$ cat src/core/qss_pkg.sv
// qss_pkg: widths, bit positions, select codes and reset values of the status block
// assumes: shared by the status core and its error queue, one clock domain
package qss_pkg;

   // register widths
   localparam int STB_W  = 8;
   localparam int ESR_W  = 8;
   localparam int SCPI_W = 16;
   localparam int ERR_W  = 16;

   // questionable condition bit positions
   localparam int QB_PROBE_SUPPLY = 1;
   localparam int QB_PROBE        = 2;
   localparam int QB_CHANNEL      = 3;
   localparam int QB_TEMP         = 4;
   localparam int QB_CONVERTER    = 5;
   localparam int QB_GENERATOR    = 6;
   localparam int QB_UNCAL        = 8;
   localparam int QB_LIMIT        = 9;
   localparam int QB_MARGIN       = 10;
   localparam int QB_LOW_AMPL     = 11;
   localparam int QB_LOOP_LOCK    = 13;
   localparam int QUES_PINS       = 11;

   // status byte bit positions
   localparam int STB_ERRQ = 2;
   localparam int STB_QUES = 3;
   localparam int STB_MAV  = 4;
   localparam int STB_ESB  = 5;
   localparam int STB_RQS  = 6;
   localparam int STB_OPER = 7;
   localparam logic [7:0] STB_SRQ_MASK = 8'hBC;

   // event status register
   localparam int ESR_POWER_ON = 7;
   localparam logic [7:0] ESR_RESET = 8'h80;

   // reset and preset values
   localparam logic [15:0] SCPI_ZERO = 16'h0000;
   localparam logic [15:0] SCPI_ONES = 16'hFFFF;
   localparam logic [7:0]  BYTE_ZERO = 8'h00;

   // register select codes; scpi register r field f sits at r*SEL_FIELDS+f
   localparam int SEL_W      = 4;
   localparam int SEL_FIELDS = 5;
   localparam int F_COND     = 0;
   localparam int F_EVENT    = 1;
   localparam int F_ENABLE   = 2;
   localparam int F_PTR      = 3;
   localparam int F_NTR      = 4;
   localparam int NUM_SCPI   = 2;
   localparam int REG_OPER   = 0;
   localparam int REG_QUES   = 1;
   localparam logic [3:0] SEL_ESR = 4'hA;
   localparam logic [3:0] SEL_ESE = 4'hB;
   localparam logic [3:0] SEL_SRE = 4'hC;
   localparam logic [3:0] SEL_STB = 4'hD;

   // error queue
   localparam int ERRQ_DEPTH = 8;
   localparam logic [15:0] ERR_NONE = 16'h0000;

endpackage

$ cat src/core/qss_err_queue.sv
// qss_err_queue: error queue memory, first in first out, registered read data
// assumes: push and pop are one-cycle pulses on clk; clear empties it at once
`timescale 1ns/1ps
module qss_err_queue import qss_pkg::*; #(
   parameter int WIDTH = ERR_W,
   parameter int DEPTH = ERRQ_DEPTH
) (
   // clock and reset
   input  wire logic             clk,
   input  wire logic             rst,
   // control
   input  wire logic             clear,
   input  wire logic             push,
   input  wire logic [WIDTH-1:0] push_data,
   input  wire logic             pop,
   // read side
   output logic      [WIDTH-1:0] dout_q,
   output logic                  dout_valid_q,
   output logic                  empty,
   output logic                  full
);
   localparam int AW = $clog2(DEPTH);

   logic [WIDTH-1:0] mem [DEPTH];
   logic [AW-1:0]    wr_ptr_q;
   logic [AW-1:0]    rd_ptr_q;
   logic [AW:0]      count_q;
   logic             do_push;
   logic             do_pop;

   assign empty   = (count_q == '0);
   assign full    = (count_q == (AW+1)'(DEPTH));
   // overflow drops the newest entry so older causes stay readable
   assign do_push = push & ~full & ~clear;
   assign do_pop  = pop & ~empty & ~clear;

   always_ff @(posedge clk) begin
      if (do_push) begin
         mem[wr_ptr_q] <= push_data;
      end
   end

   always_ff @(posedge clk) begin
      if (rst || clear) begin
         wr_ptr_q <= '0;
         rd_ptr_q <= '0;
         count_q  <= '0;
      end else begin
         if (do_push) begin
            wr_ptr_q <= wr_ptr_q + 1'b1;
         end
         if (do_pop) begin
            rd_ptr_q <= rd_ptr_q + 1'b1;
         end
         count_q <= count_q + (AW+1)'(do_push) - (AW+1)'(do_pop);
      end
   end

   // pop on empty answers the no-error code
   always_ff @(posedge clk) begin
      if (rst) begin
         dout_q       <= ERR_NONE;
         dout_valid_q <= 1'b0;
      end else begin
         dout_valid_q <= pop;
         dout_q       <= do_pop ? mem[rd_ptr_q] : ERR_NONE;
      end
   end

   a_err_push_count: assert property (@(posedge clk) disable iff (rst)
      (push && !full && !clear && !pop) |=> (count_q == $past(count_q) + 1'b1))
      else $error("error entry not added to queue");

endmodule

$ cat src/core/qss_status_core.sv
// qss_status_core: questionable/operation registers, event status, status byte, service request
// assumes: command strobes are one-cycle pulses from the same clock; condition pins are async
`timescale 1ns/1ps
module qss_status_core import qss_pkg::*; #(
   parameter int ERR_DEPTH = ERRQ_DEPTH
) (
   // clock and reset
   input  wire logic              clk,
   input  wire logic              rst,
   // questionable condition pins
   input  wire logic              probe_supply_overload,
   input  wire logic              probe_overload,
   input  wire logic              channel_overload,
   input  wire logic              temperature_fault,
   input  wire logic              converter_clipping,
   input  wire logic              generator_overload,
   input  wire logic              uncalibrated_flag,
   input  wire logic              limit_exceeded,
   input  wire logic              margin_exceeded,
   input  wire logic              low_amplitude_flag,
   input  wire logic              loop_lock_lost,
   // operation condition pins
   input  wire logic [SCPI_W-1:0] oper_cond_in,
   // event status sources and output buffer state
   input  wire logic [ESR_W-1:0]  esr_event_set,
   input  wire logic              out_buf_avail,
   // error reporting
   input  wire logic              err_push,
   input  wire logic [ERR_W-1:0]  err_code,
   input  wire logic              err_pop,
   output logic      [ERR_W-1:0]  err_rd_code_q,
   output logic                   err_rd_valid_q,
   // register access
   input  wire logic [SEL_W-1:0]  reg_sel,
   input  wire logic              wr_en,
   input  wire logic [SCPI_W-1:0] wr_data,
   input  wire logic              rd_en,
   output logic      [SCPI_W-1:0] rd_data_q,
   output logic                   rd_valid_q,
   // commands
   input  wire logic              cmd_device_clear,
   input  wire logic              cmd_reset,
   input  wire logic              cmd_status_preset,
   input  wire logic              cmd_clear_status,
   input  wire logic              msg_terminator,
   input  wire logic              cmd_start,
   // results
   output logic                   srq_q,
   output logic                   flush_out_q,
   output logic                   flush_in_q,
   output logic                   abort_cmd_q,
   output logic                   settings_reset_q
);

   logic [QUES_PINS-1:0] pin_meta_q;
   logic [QUES_PINS-1:0] pin_q;
   logic [SCPI_W-1:0]    oper_meta_q;
   logic [SCPI_W-1:0]    oper_q;
   logic [SCPI_W-1:0]    ques_cond;
   logic [NUM_SCPI-1:0][SCPI_W-1:0] cond_now;
   logic [NUM_SCPI-1:0][SCPI_W-1:0] scpi_rd;
   logic [NUM_SCPI-1:0]             scpi_hit;
   logic [NUM_SCPI-1:0]             summary;
   logic [ESR_W-1:0]     esr_q;
   logic [ESR_W-1:0]     ese_q;
   logic [STB_W-1:0]     sre_q;
   logic [STB_W-1:0]     stb;
   logic                 errq_empty;
   logic                 esr_read;
   logic                 flush_pending_q;
   logic                 line_start_q;
   logic [SCPI_W-1:0]    rd_d;

   // pins reach logic only after two flops
   always_ff @(posedge clk) begin
      if (rst) begin
         pin_meta_q  <= '0;
         pin_q       <= '0;
         oper_meta_q <= SCPI_ZERO;
         oper_q      <= SCPI_ZERO;
      end else begin
         pin_meta_q  <= {loop_lock_lost, low_amplitude_flag, margin_exceeded, limit_exceeded,
                         uncalibrated_flag, generator_overload, converter_clipping,
                         temperature_fault, channel_overload, probe_overload,
                         probe_supply_overload};
         pin_q       <= pin_meta_q;
         oper_meta_q <= oper_cond_in;
         oper_q      <= oper_meta_q;
      end
   end

   always_comb begin
      ques_cond = SCPI_ZERO;
      ques_cond[QB_PROBE_SUPPLY] = pin_q[0];
      ques_cond[QB_PROBE]        = pin_q[1];
      ques_cond[QB_CHANNEL]      = pin_q[2];
      ques_cond[QB_TEMP]         = pin_q[3];
      ques_cond[QB_CONVERTER]    = pin_q[4];
      ques_cond[QB_GENERATOR]    = pin_q[5];
      ques_cond[QB_UNCAL]        = pin_q[6];
      ques_cond[QB_LIMIT]        = pin_q[7];
      ques_cond[QB_MARGIN]       = pin_q[8] & ~pin_q[7];
      ques_cond[QB_LOW_AMPL]     = pin_q[9];
      ques_cond[QB_LOOP_LOCK]    = pin_q[10];
   end

   assign cond_now[REG_OPER] = oper_q;
   assign cond_now[REG_QUES] = ques_cond;

   for (genvar r = 0; r < NUM_SCPI; r++) begin : g_reg
      localparam logic [SEL_W-1:0] BASE = SEL_W'(r * SEL_FIELDS);
      logic [SCPI_W-1:0] prev_q;
      logic [SCPI_W-1:0] event_q;
      logic [SCPI_W-1:0] enable_q;
      logic [SCPI_W-1:0] ptr_q;
      logic [SCPI_W-1:0] ntr_q;
      logic [SCPI_W-1:0] trans;
      logic              ev_clear;
      logic              wr_hit;

      assign trans    = (cond_now[r] & ~prev_q & ptr_q) | (~cond_now[r] & prev_q & ntr_q);
      assign ev_clear = cmd_clear_status | (rd_en && reg_sel == BASE + SEL_W'(F_EVENT));
      assign wr_hit   = wr_en && reg_sel >= BASE && reg_sel < BASE + SEL_W'(SEL_FIELDS);

      always_ff @(posedge clk) begin
         if (rst) begin
            prev_q  <= SCPI_ZERO;
            event_q <= SCPI_ZERO;
         end else begin
            prev_q  <= cond_now[r];
            event_q <= (ev_clear ? SCPI_ZERO : event_q) | trans;
         end
      end

      always_ff @(posedge clk) begin
         if (rst) begin
            enable_q <= SCPI_ZERO;
            ptr_q    <= SCPI_ONES;
            ntr_q    <= SCPI_ZERO;
         end else if (cmd_status_preset) begin
            enable_q <= SCPI_ZERO;
            ptr_q    <= SCPI_ONES;
            ntr_q    <= SCPI_ZERO;
         end else if (wr_hit) begin
            if (reg_sel == BASE + SEL_W'(F_ENABLE)) begin
               enable_q <= wr_data;
            end
            if (reg_sel == BASE + SEL_W'(F_PTR)) begin
               ptr_q <= wr_data;
            end
            if (reg_sel == BASE + SEL_W'(F_NTR)) begin
               ntr_q <= wr_data;
            end
         end
      end

      assign summary[r] = |(event_q & enable_q);

      always_comb begin
         scpi_hit[r] = 1'b1;
         case (reg_sel - BASE)
            SEL_W'(F_COND):   scpi_rd[r] = cond_now[r];
            SEL_W'(F_EVENT):  scpi_rd[r] = event_q;
            SEL_W'(F_ENABLE): scpi_rd[r] = enable_q;
            SEL_W'(F_PTR):    scpi_rd[r] = ptr_q;
            SEL_W'(F_NTR):    scpi_rd[r] = ntr_q;
            default: begin
               scpi_rd[r]  = SCPI_ZERO;
               scpi_hit[r] = 1'b0;
            end
         endcase
      end

      a_event_latch: assert property (@(posedge clk) disable iff (rst)
         (cond_now[r] & ~prev_q & ptr_q) != SCPI_ZERO |=> (event_q & $past(trans)) == $past(trans))
         else $error("filtered rising edge did not latch an event");
   end

   // event status register, destructive read
   assign esr_read = rd_en && reg_sel == SEL_ESR;

   always_ff @(posedge clk) begin
      if (rst) begin
         esr_q <= ESR_RESET;
      end else begin
         // cleared by clear status, new events still land
         esr_q <= ((cmd_clear_status || esr_read) ? BYTE_ZERO : esr_q) | esr_event_set;
      end
   end

   // masks survive clear status and status preset
   always_ff @(posedge clk) begin
      if (rst) begin
         ese_q <= BYTE_ZERO;
         sre_q <= BYTE_ZERO;
      end else if (wr_en) begin
         if (reg_sel == SEL_ESE) begin
            ese_q <= wr_data[ESR_W-1:0];
         end
         if (reg_sel == SEL_SRE) begin
            sre_q <= wr_data[STB_W-1:0];
         end
      end
   end

   always_comb begin
      stb           = BYTE_ZERO;
      stb[STB_ERRQ] = ~errq_empty;
      stb[STB_QUES] = summary[REG_QUES];
      stb[STB_MAV]  = out_buf_avail;
      stb[STB_ESB]  = |(esr_q & ese_q);
      stb[STB_RQS]  = srq_q;
      stb[STB_OPER] = summary[REG_OPER];
   end

   always_ff @(posedge clk) begin
      if (rst) begin
         srq_q <= 1'b0;
      end else begin
         srq_q <= |(stb & sre_q & STB_SRQ_MASK);
      end
   end

   qss_err_queue #(
      .WIDTH (ERR_W),
      .DEPTH (ERR_DEPTH)
   ) u_err_queue (
      .clk          (clk),
      .rst          (rst),
      .clear        (cmd_clear_status),
      .push         (err_push),
      .push_data    (err_code),
      .pop          (err_pop),
      .dout_q       (err_rd_code_q),
      .dout_valid_q (err_rd_valid_q),
      .empty        (errq_empty),
      .full         ()
   );

   // value is the binary weight sum
   always_comb begin
      rd_d = SCPI_ZERO;
      if (scpi_hit[REG_OPER]) begin
         rd_d = scpi_rd[REG_OPER];
      end else if (scpi_hit[REG_QUES]) begin
         rd_d = scpi_rd[REG_QUES];
      end else if (reg_sel == SEL_ESR) begin
         rd_d = {8'h00, esr_q};
      end else if (reg_sel == SEL_ESE) begin
         rd_d = {8'h00, ese_q};
      end else if (reg_sel == SEL_SRE) begin
         rd_d = {8'h00, sre_q};
      end else if (reg_sel == SEL_STB) begin
         rd_d = {8'h00, stb};
      end
   end

   always_ff @(posedge clk) begin
      if (rst) begin
         rd_data_q  <= SCPI_ZERO;
         rd_valid_q <= 1'b0;
      end else begin
         rd_valid_q <= rd_en;
         if (rd_en) begin
            rd_data_q <= rd_d;
         end
      end
   end

   // line tracking for the deferred output flush
   always_ff @(posedge clk) begin
      if (rst) begin
         line_start_q    <= 1'b1;
         flush_pending_q <= 1'b0;
      end else begin
         if (msg_terminator) begin
            line_start_q <= 1'b1;
         end else if (cmd_start) begin
            line_start_q <= 1'b0;
         end
         if (cmd_reset || cmd_status_preset || cmd_clear_status) begin
            flush_pending_q <= 1'b1;
         end else if (cmd_start && line_start_q) begin
            flush_pending_q <= 1'b0;
         end
      end
   end

   always_ff @(posedge clk) begin
      if (rst) begin
         flush_out_q      <= 1'b0;
         flush_in_q       <= 1'b0;
         abort_cmd_q      <= 1'b0;
         settings_reset_q <= 1'b0;
      end else begin
         flush_out_q      <= cmd_device_clear | (flush_pending_q & line_start_q & cmd_start);
         flush_in_q       <= cmd_device_clear;
         abort_cmd_q      <= cmd_device_clear;
         settings_reset_q <= cmd_reset;
      end
   end

   // checked against the raw pins two edges back, so the synchroniser is covered too
   a_margin_excl: assert property (@(posedge clk) disable iff (rst)
      (!$past(rst, 1) && !$past(rst, 2)) |->
         ques_cond[QB_MARGIN] == ($past(margin_exceeded, 2) && !$past(limit_exceeded, 2)))
      else $error("margin bit does not follow margin without limit");

   a_srq_cause: assert property (@(posedge clk) disable iff (rst)
      srq_q |-> $past(|(stb & sre_q & STB_SRQ_MASK)))
      else $error("service request without enabled cause");

   a_esb_position: assert property (@(posedge clk) disable iff (rst)
      stb[STB_ESB] == |(esr_q & ese_q) && stb[STB_QUES] == summary[REG_QUES])
      else $error("summary bits misplaced in status byte");

   a_cls_masks: assert property (@(posedge clk) disable iff (rst)
      (cmd_clear_status && !wr_en && esr_event_set == BYTE_ZERO) |=>
         esr_q == BYTE_ZERO && $stable(sre_q) && $stable(ese_q) && errq_empty)
      else $error("clear status result wrong");

   a_preset_enable: assert property (@(posedge clk) disable iff (rst)
      cmd_status_preset |=> g_reg[REG_QUES].enable_q == SCPI_ZERO
         && g_reg[REG_OPER].enable_q == SCPI_ZERO)
      else $error("status preset left an enable set");

   a_preset_filter: assert property (@(posedge clk) disable iff (rst)
      cmd_status_preset |=> g_reg[REG_QUES].ptr_q == SCPI_ONES
         && g_reg[REG_QUES].ntr_q == SCPI_ZERO && g_reg[REG_OPER].ptr_q == SCPI_ONES)
      else $error("status preset filters wrong");

   a_dcl_buffers: assert property (@(posedge clk) disable iff (rst)
      (cmd_device_clear && !cmd_clear_status && !esr_read && esr_event_set == BYTE_ZERO)
         |=> flush_out_q && flush_in_q && abort_cmd_q && $stable(esr_q))
      else $error("device clear actions wrong");

   a_deferred_flush: assert property (@(posedge clk) disable iff (rst)
      (flush_pending_q && line_start_q && cmd_start) |=> flush_out_q
         && (!flush_pending_q || $past(cmd_reset || cmd_status_preset || cmd_clear_status)))
      else $error("deferred output flush missing");

   a_settings_only: assert property (@(posedge clk) disable iff (rst)
      settings_reset_q |-> $past(cmd_reset))
      else $error("settings reset without reset command");

endmodule

$ cat config.mk
export PLATFORM = sky130hd
export DESIGN_NAME = qss_status_core
export DESIGN_NICKNAME = d
export VERILOG_FILES = /design/src/core/qss_pkg.sv /design/src/core/qss_err_queue.sv /design/src/core/qss_status_core.sv
export SDC_FILE = /design/constraint.sdc
export NUM_CORES = 1
export LEC_CHECK = 0
export BUFFER_PORTS_ARGS = -buffer_cell sky130_fd_sc_hd__buf_2
export CAP_MARGIN = 5
export CORE_MARGIN = 5
export CORE_UTILIZATION = 38
export DETAILED_ROUTE_END_ITERATION = 8
export SLEW_MARGIN = 0
export SYNTH_ARGS = -nofsm -noshare
export SYNTH_HDL_FRONTEND = slang
export SYNTH_SLANG_ARGS = --single-unit
$ cat constraint.sdc
create_clock -name clk -period 8.1 [get_ports clk]
set_clock_uncertainty 0.15 [all_clocks]
set_input_delay 1.215 -clock clk [delete_from_list [all_inputs] [get_ports clk]]
set_output_delay 1.215 -clock clk [all_outputs]
set_load 0.02 [all_outputs]
==> results of run 1 <==
[Yosys cell counts, types with 16 or more instances]
| master | number |
|---|---|
| sky130_fd_sc_hd__dfxtp_1 | 278 |
| sky130_fd_sc_hd__nand2_1 | 257 |
| sky130_fd_sc_hd__o21ai_0 | 37 |
| sky130_fd_sc_hd__a22oi_1 | 20 |
| sky130_fd_sc_hd__a32oi_1 | 18 |
| sky130_fd_sc_hd__mux4_2 | 32 |
| sky130_fd_sc_hd__mux2i_1 | 48 |
| sky130_fd_sc_hd__nand3b_1 | 23 |
| sky130_fd_sc_hd__nor2_1 | 116 |
| sky130_fd_sc_hd__nor2b_1 | 87 |
| sky130_fd_sc_hd__nand3_1 | 56 |
| sky130_fd_sc_hd__buf_2 | 32 |
| sky130_fd_sc_hd__inv_1 | 16 |
| sky130_fd_sc_hd__clkbuf_1 | 50 |
| sky130_fd_sc_hd__a21oi_1 | 134 |
| sky130_fd_sc_hd__edfxtp_1 | 128 |
[final timing paths]
kind,from,end,slack (ns),cells past startpoint
worst max register to register,u_err_queue.count_q[2],u_err_queue.count_q[2],5.52,10
worst min-delay path,pin_meta_q[4],pin_q[4],0.28,1
worst max-delay path,reg_sel[0],g_reg[1].ntr_q[1],4.18,6
worst min register to register,pin_meta_q[4],pin_q[4],0.28,1
[kinds of logic (layout without fill, tap and decap cells)]
group,after synthesis,in the layout,share of synthesized area (%)
xor gates and xnor gates,5,5,0.271
DFF,406,406,58.2
AOI/OAI and AO/OA,295,295,11.5
buffers and inverters,119,236,3.47
and+or+nand+nor,598,598,17.5
adders and majority gates,9,9,0.743
muxes,93,93,8.33
[area by class of cell]
type,instances,area share (%)
multi-input combinational,1000,33.5
clock inverter,19,1.12
tap,539,3.63
sequential,406,50.6
inverter,17,0.343
clock buffer,61,6.80
timing repair buffer,139,4.00
[critical path: cells and delay by family]
kind / cells / cell delay [ns]
AO/OA/AOI/OAI: 1 / 0.09
buffers and inverters: 2 / 0.93
AND/OR/NAND/NOR: 3 / 1.94
[registers in the layout, summed over array words and instances (netlist names), 4 cells and up]
register,flops
g.ntr_q,32
pin_q,11
u_err_queue.mem,128
sre_q,8
rd_data_q,16
ese_q,8
oper_q,16
g.prev_q,27
esr_q,8
oper_meta_q,16
u_err_queue.count_q,4
g.ptr_q,32
g.event_q,27
pin_meta_q,11
u_err_queue.dout_q,16
g.enable_q,32
[layer usage]
| metal | up-vias | wire length [µm] | part of all wire [%] |
|---|---|---|---|
| met1 | 5780 | 19600 | 43 |
| met5 | - | 13 | 0.029 |
| met3 | 91 | 3080 | 6.8 |
| met2 | 423 | 21200 | 47 |
| li1 | 5562 | - | - |
| met4 | 2 | 1260 | 2.8 |
[power groups by stage]
stage | Sequential (mW) | Clock, mW | Combinational, mW
6_report | 2.17 | 2.02 | 0.277
5_1_grt | 2.18 | 2.15 | 0.301
4_1_cts | 2.17 | 2.07 | 0.277
3_5_place_dp | 2.22 | 0 | 0.276
3_3_place_gp | 2.22 | 0 | 0.272
2_1_floorplan | 2.21 | 0 | 0.173
[layout by cell type (no fill, tap or decap), types with 9 or more instances in the layout]
master	count
sky130_fd_sc_hd__mux4_2	32
sky130_fd_sc_hd__clkbuf_16	44
sky130_fd_sc_hd__o21ai_0	37
sky130_fd_sc_hd__nand2b_1	10
sky130_fd_sc_hd__inv_1	16
sky130_fd_sc_hd__nor2_1	115
sky130_fd_sc_hd__a32oi_1	18
sky130_fd_sc_hd__nand3b_1	23
sky130_fd_sc_hd__a211oi_1	9
sky130_fd_sc_hd__buf_4	17
sky130_fd_sc_hd__edfxtp_1	128
sky130_fd_sc_hd__mux2i_1	48
sky130_fd_sc_hd__a31oi_1	10
sky130_fd_sc_hd__mux2_2	12
sky130_fd_sc_hd__a22oi_1	20
sky130_fd_sc_hd__nor2b_1	87
sky130_fd_sc_hd__dfxtp_1	277
sky130_fd_sc_hd__nand3_1	56
sky130_fd_sc_hd__clkbuf_8	10
sky130_fd_sc_hd__nor3_1	10
sky130_fd_sc_hd__buf_2	121
sky130_fd_sc_hd__nand2_1	257
sky130_fd_sc_hd__a21oi_1	134
==> results summary, run 1 <==
The run finished with clean final reports. Setup repair after global routing left no endpoint under its margin. The total routing usage reported by global routing is 18.7%.

After global routing, the most crowded layer is met2. The residual DRC count is 0. The layout overhead on the synthesized area came out at 15.0%. The worst hold path belongs to the class reg -> reg. Traced cell by cell, the critical path runs through buf_2, buf_4, nor2b_1, nand3_1, nand2_1, a21oi_1. The worst setup path is of the in -> reg kind. The number of global-route vias before repair came out at 11600. The clock tree root buffer cell is sky130_fd_sc_hd__clkbuf_16. The worst setup path is captured at a register. The final cell utilization of the core is 44.2%. Of all nets on the critical path, the largest fanout is 31. Once placement finished, the instance area stood at 17100 µm². Clock tree synthesis found a total of 406 sinks.

The distinct cell type count of the synthesized netlist came out at 73. The maximum number of pins on one net before global-route repair is 98. The reported net switching power is 1.04 mW. The number of iterations in the first detailed-routing pass came out at 6. The last weighted congestion value of the routability-driven placer is 0.868. The area of all placed cells without fillers came out at 18600 µm².

The required time of the critical path is 8.38 ns. After layout, the minimum clock period comes to 3.92 ns. Clock latency on the worst-skew pair, taken at its later pin, is 0.57 ns. The number of warning messages in the yosys log came out at 0.

The sequential power share is 48.6%. Synthesis produced a netlist with a net count of 1618. The slack of the critical path came out at 4.18 ns.

After clock tree synthesis, the repair step resized 0 gates. From left edge to right edge, the die measures 216 µm. The repair_antennas step left the layout with diodes totalling 0. The post-placement cell count came out at 2101. Dividing the detail-routed wire length by the instance count gives 20.7 µm.

The total number of nets in the final design is 1701. The H-tree depth reported by CTS is 2. The max-cap check violation count came out at 0.

The worst slack on hold paths is 0.279 ns. Summed over all cells, the static leakage comes to 6.64 nW. The number of hold buffers added after CTS is 0.

The first-pass GRT wire length came out at 68.9 mm. The kind of start point of the critical path is an input port. Using the TritonRoute via totals, the vias-per-cell ratio works out to 5.44. The worst slew slack as a fraction of its limit came out at 12.4%. The floorplan step set the die height to 216 µm. The net switching share of the total power is 23.3%. In this run the cell area of the synthesized design comes to 16200 µm². After legalization and detailed placement, the total HPWL measured 29.7 mm.

Setup violations remaining at the end of the flow were counted as 0. Counting along the longest clock path gives a buffer depth of 3. Of all flip-flops after synthesis, the portion carrying an async set or reset was 0%. For this block, the initial DRC count from the detailed router was 1087. The clock network accounts for 45.2% of the total power. The final-layout fill cell count came out at 3973.

Setup total negative slack on the finished layout was measured at 0 ns. At the pin with the least slew margin, the transition time is 1.31 ns. The row count is 75. The die covers 46800 µm².

Ranked by total cell area, the synthesized netlist is headed by sky130_fd_sc_hd__dfxtp_1, sky130_fd_sc_hd__edfxtp_1, sky130_fd_sc_hd__nand2_1, sky130_fd_sc_hd__mux4_2, sky130_fd_sc_hd__a21oi_1. The power density over the cells is 241 nW/µm². The remaining antenna violation count is 0. The delay of the slowest critical-path stage came out at 0.89 ns. The total chip power came out at 4.47 mW. The dominant cell type by area after synthesis is sky130_fd_sc_hd__dfxtp_1. The combinational share of power came out at 6.2%. The post-detailed-routing wire length came out at 45.1 mm. The post-route netlist has 17.2% of its cells at a drive strength greater than 1. For the worst setup path, the data arrival time is 4.20 ns. The upper clock frequency limit came out at 255 MHz. The critical path's slowest cell is sky130_fd_sc_hd__nor2b_1.

The number of instances in the synthesized netlist came out at 1525. Excluding fillers, the count of instances in the completed layout stands at 2181. In this run, CTS created clock tree buffers numbering 44. The minimum setup slack after placement came out at 3.67 ns. After synthesis the netlist holds a flip-flop and latch count of 406. Counting flops with a built-in enable in the synthesized netlist gives 128.

The global-route met2 utilization is 31.0%. The internal power is 3.43 mW. The share of the clock period used by the worst path after layout is 48.4%. The met1 demand-to-capacity share in global routing is 25.0%.

The placeable core area is 42000 µm². The initial antenna violation count is 1. VDD sags by at most 0.153 mV. The max-slew violation total from the final report came out at 0. The count of buffers added on input and output ports is 122. Across all layers, the routed design uses 11900 vias. In the final layout, flip-flops and latches occupy 9410 µm².

The portion of synthesized cell area occupied by the leading cell type is 34.4%. Clock-pin slew was measured on the worst setup and hold paths at 0.06 ns. The number of post-CTS setup repair buffers came out at 0.

The effective utilization at floorplan is 38.5%. The commonest register cell after synthesis is sky130_fd_sc_hd__dfxtp_1. The total count of hold-check failures in the final report is 0. During I/O placement, the number of pins put on the boundary was 123.

The area of the multi-input gates is 6230 µm². Global routing consumed, on the met3 layer, 3.94% of the routing resources. Each instance of the synthesized netlist takes up on average 10.6 µm². For this run the aggregate overflow at the end of global routing stands at 0. The sequential fraction of the synthesis area came out at 58.2%. The CTS tree is done.
Note: power is estimated with default switching activity, not from simulation.
==> run 2, diff against run 1 <==
==> constraint.sdc (replaced) <==
create_clock -name clk -period 3.3 [get_ports clk]
set_clock_uncertainty 0.15 [all_clocks]
set_input_delay 0.495 -clock clk [delete_from_list [all_inputs] [get_ports clk]]
set_output_delay 0.495 -clock clk [all_outputs]
set_load 0.02 [all_outputs]
==> results summary, run 2 (synthesized netlist as in run 1, its figures left out) <==
Entering global routing, the biggest net connects 82 pins. The fraction of final layout cells with drive strength greater than 1 is 17.6%. The combinational share of power came out at 6.7%.

Once the clock tree was built, the setup fixing pass inserted 0 buffers. The via density per instance is 5.44. The tightest min-delay check is of the in -> reg type. The number of clock buffers inserted by TritonCTS came out at 44.

The estimated wirelength of the detail-placed design came out at 30.9 mm. Leaving out fill and tap cells, the most frequent cells in the layout are sky130_fd_sc_hd__dfxtp_1, sky130_fd_sc_hd__nand2_1, sky130_fd_sc_hd__a21oi_1. Global routing used 19.3% of the available tracks. The first-pass GRT wire length came out at 70.7 mm. Across the VDD grid, the largest voltage drop is 0.363 mV.

In this run the count of I/O pins placed on the die edge is 123. The net switching share of the total power is 23.5%. The number of global-route vias before repair came out at 11700. Global routing consumed, on the met1 layer, 26.8% of the routing resources. In the final routed layout, each cell accounts on average for 20.5 µm. The floorplan step set the die width to 216 µm. The total negative setup slack is 0 ns.

The flow ran to the end, and the final reports show no timing, DRC or antenna violations. The global-route met2 utilization came out at 31.3%. The max-slew violation total from the final report is 0. STA puts the critical path data required time at 3.61 ns. The max-cap check violation count is 0. The finished cells cover 19000 µm². Measured against its own limit, the worst slew margin works out to 37.7%. The final cell utilization of the core came out at 45.2%. The root buffer cell chosen for the clock tree is sky130_fd_sc_hd__clkbuf_16. STA classifies the critical path startpoint as a register. At the pin with the least slew margin, the transition time is 0.934 ns.

The internal power came out at 8.31 mW. The final-layout fill cell count came out at 3975. The endpoint kind of the worst setup timing path is a register. The total chip power is 10.9 mW.

The arrival time of data at the critical path endpoint is 2.96 ns. The global routing stage identified its most utilized layer as met2. Counting every sink on the clock net gives 406. During placement, the flow inserted port buffers numbering 122. Setup violations remaining at the end of the flow were counted as 0. The last weighted congestion value of the routability-driven placer came out at 0.904.

The critical path's top delay family is adder cells. The net count of the finished layout is 1752. Sequential cells account for 49.1% of the total power. The delay of the slowest critical-path stage is 0.52 ns.

On the critical path, the stage with the largest delay is an instance of sky130_fd_sc_hd__nor3b_1. The upper clock frequency limit came out at 377 MHz. The number of iterations in the first detailed-routing pass is 8.

The clock slew at the register clock pins of the worst setup and hold paths came out at 0.06 ns. The total count of hold-check failures in the final report is 0. The layout overhead on the synthesized area came out at 17.6%. The post-layout instance count excluding filler cells is 2234. The initial antenna violation count came out at 1. The power density over the cells came out at 571 nW/µm². The library cell used most frequently in the layout, excluding fill and tap cells, is sky130_fd_sc_hd__dfxtp_1. Walking the worst path, the cells encountered are inv_1, ha_1, nor3b_1, nor3_1, ha_1, inv_1, ha_1, fa_1, xnor2_1, nor2_1.

TritonCTS built the clock tree. The clock tree synthesis step divided the H-tree into 2 levels. The detailed-route via count is 12200.

The leakage power total is 6.84 nW. Hold is met by 0.0113 ns. The relative contribution of the clock network to total power is 44.2%. The insertion delay to the later sink of the worst-skew pair came out at 0.58 ns. The met3 track demand over resource in global routing came out at 3.35%. The maximum buffer depth of the clock tree is 3. The highest net fanout along the worst path is 3.

The initial utilization of the core area, before any placement, comes to 38.5%. The remaining global-route overflow is 0. The post-placement cell count came out at 2122. The residual DRC count came out at 0. The post-detailed-placement cell area came out at 17300 µm². The post-detailed-routing wire length is 45.8 mm. The most numerous cell type found on the critical path is sky130_fd_sc_hd__ha_1. The share of the clock period used by the worst path after layout is 80.3%. Prior to clock tree synthesis, the placed netlist has a worst setup slack of 0.489 ns. The number of buffer and inverter stages on the critical path is 2. In the post-route analysis, the smallest setup slack over all paths is 0.650 ns.

The critical path in this run is classified as reg -> reg. The overall die area is 46800 µm². The starting DRC count in detailed routing came out at 1242. More flip-flops sit in one register than any other, and that register is u_err_queue.mem. Setup repair after global routing left no endpoint under its margin. The floorplan step set the die height to 216 µm. The placeable core area came out at 42000 µm². The clock period could shrink to 2.65 ns. The number of flip-flops in the largest register came out at 128. The row count came out at 75. The analysis attributes to net switching a power of 2.56 mW. The detail route stage leaves a number of antenna-violating nets equal to 0.
==> run 2: power groups by stage <==
stage / logic (mW) / clock network (mW) / registers, mW
after CTS: 0.726 / 4.90 / 5.34
after global routing: 0.793 / 5.14 / 5.34
after global placement: 0.686 / 0 / 5.44
after floorplan: 0.424 / 0 / 5.43
after detailed placement: 0.695 / 0 / 5.44
final: 0.726 / 4.80 / 5.34
==> run 2: worst reg2reg max path: cells and delay by family (launching register included) <==
kind,cells,cell delay [ns]
buffers and inverters,2,0.13
DFF,1,0.29
xor gates and xnor gates,1,0.16
and+or+nand+nor,3,0.70
adders and majority gates,4,1.11
==> run 2: path summary, 6_finish.rpt <==
check                         start                      to  slack, ns  cells past startpoint
max reg2reg  u_err_queue.count_q[2]  u_err_queue.count_q[2]       0.65                     10
min reg2reg          oper_meta_q[4]               oper_q[4]       0.28                      1
max          u_err_queue.count_q[2]  u_err_queue.count_q[2]       0.65                     10
min                esr_event_set[3]                esr_q[3]       0.01                      3
==> run 2: metal layers <==
metal | vias to the layer above | part of all wire, %
met4 | 2 | 2.6
met1 | 5949 | 43
li1 | 5672 | -
met5 | - | 0.028
met3 | 87 | 7.1
met2 | 441 | 47
==> run 2: final cells by class <==
class	count	area, µm²	area share [%]
sequential	406	9410	49.5
multi-input combinational	1000	6210	32.7
tap	539	674	3.55
timing repair buffer	190	1240	6.52
antenna	1	2.50	0.0132
clock buffer	63	1230	6.48
inverter	17	63.8	0.336
clock inverter	18	175	0.921
==> run 2: what timing repair did <==
action / in CTS / in global routing
hold buffers: 30 / 0
hold endpoints to repair: 30 / 0
setup endpoints to repair: 0 / 0
resized for setup: 0 / 0
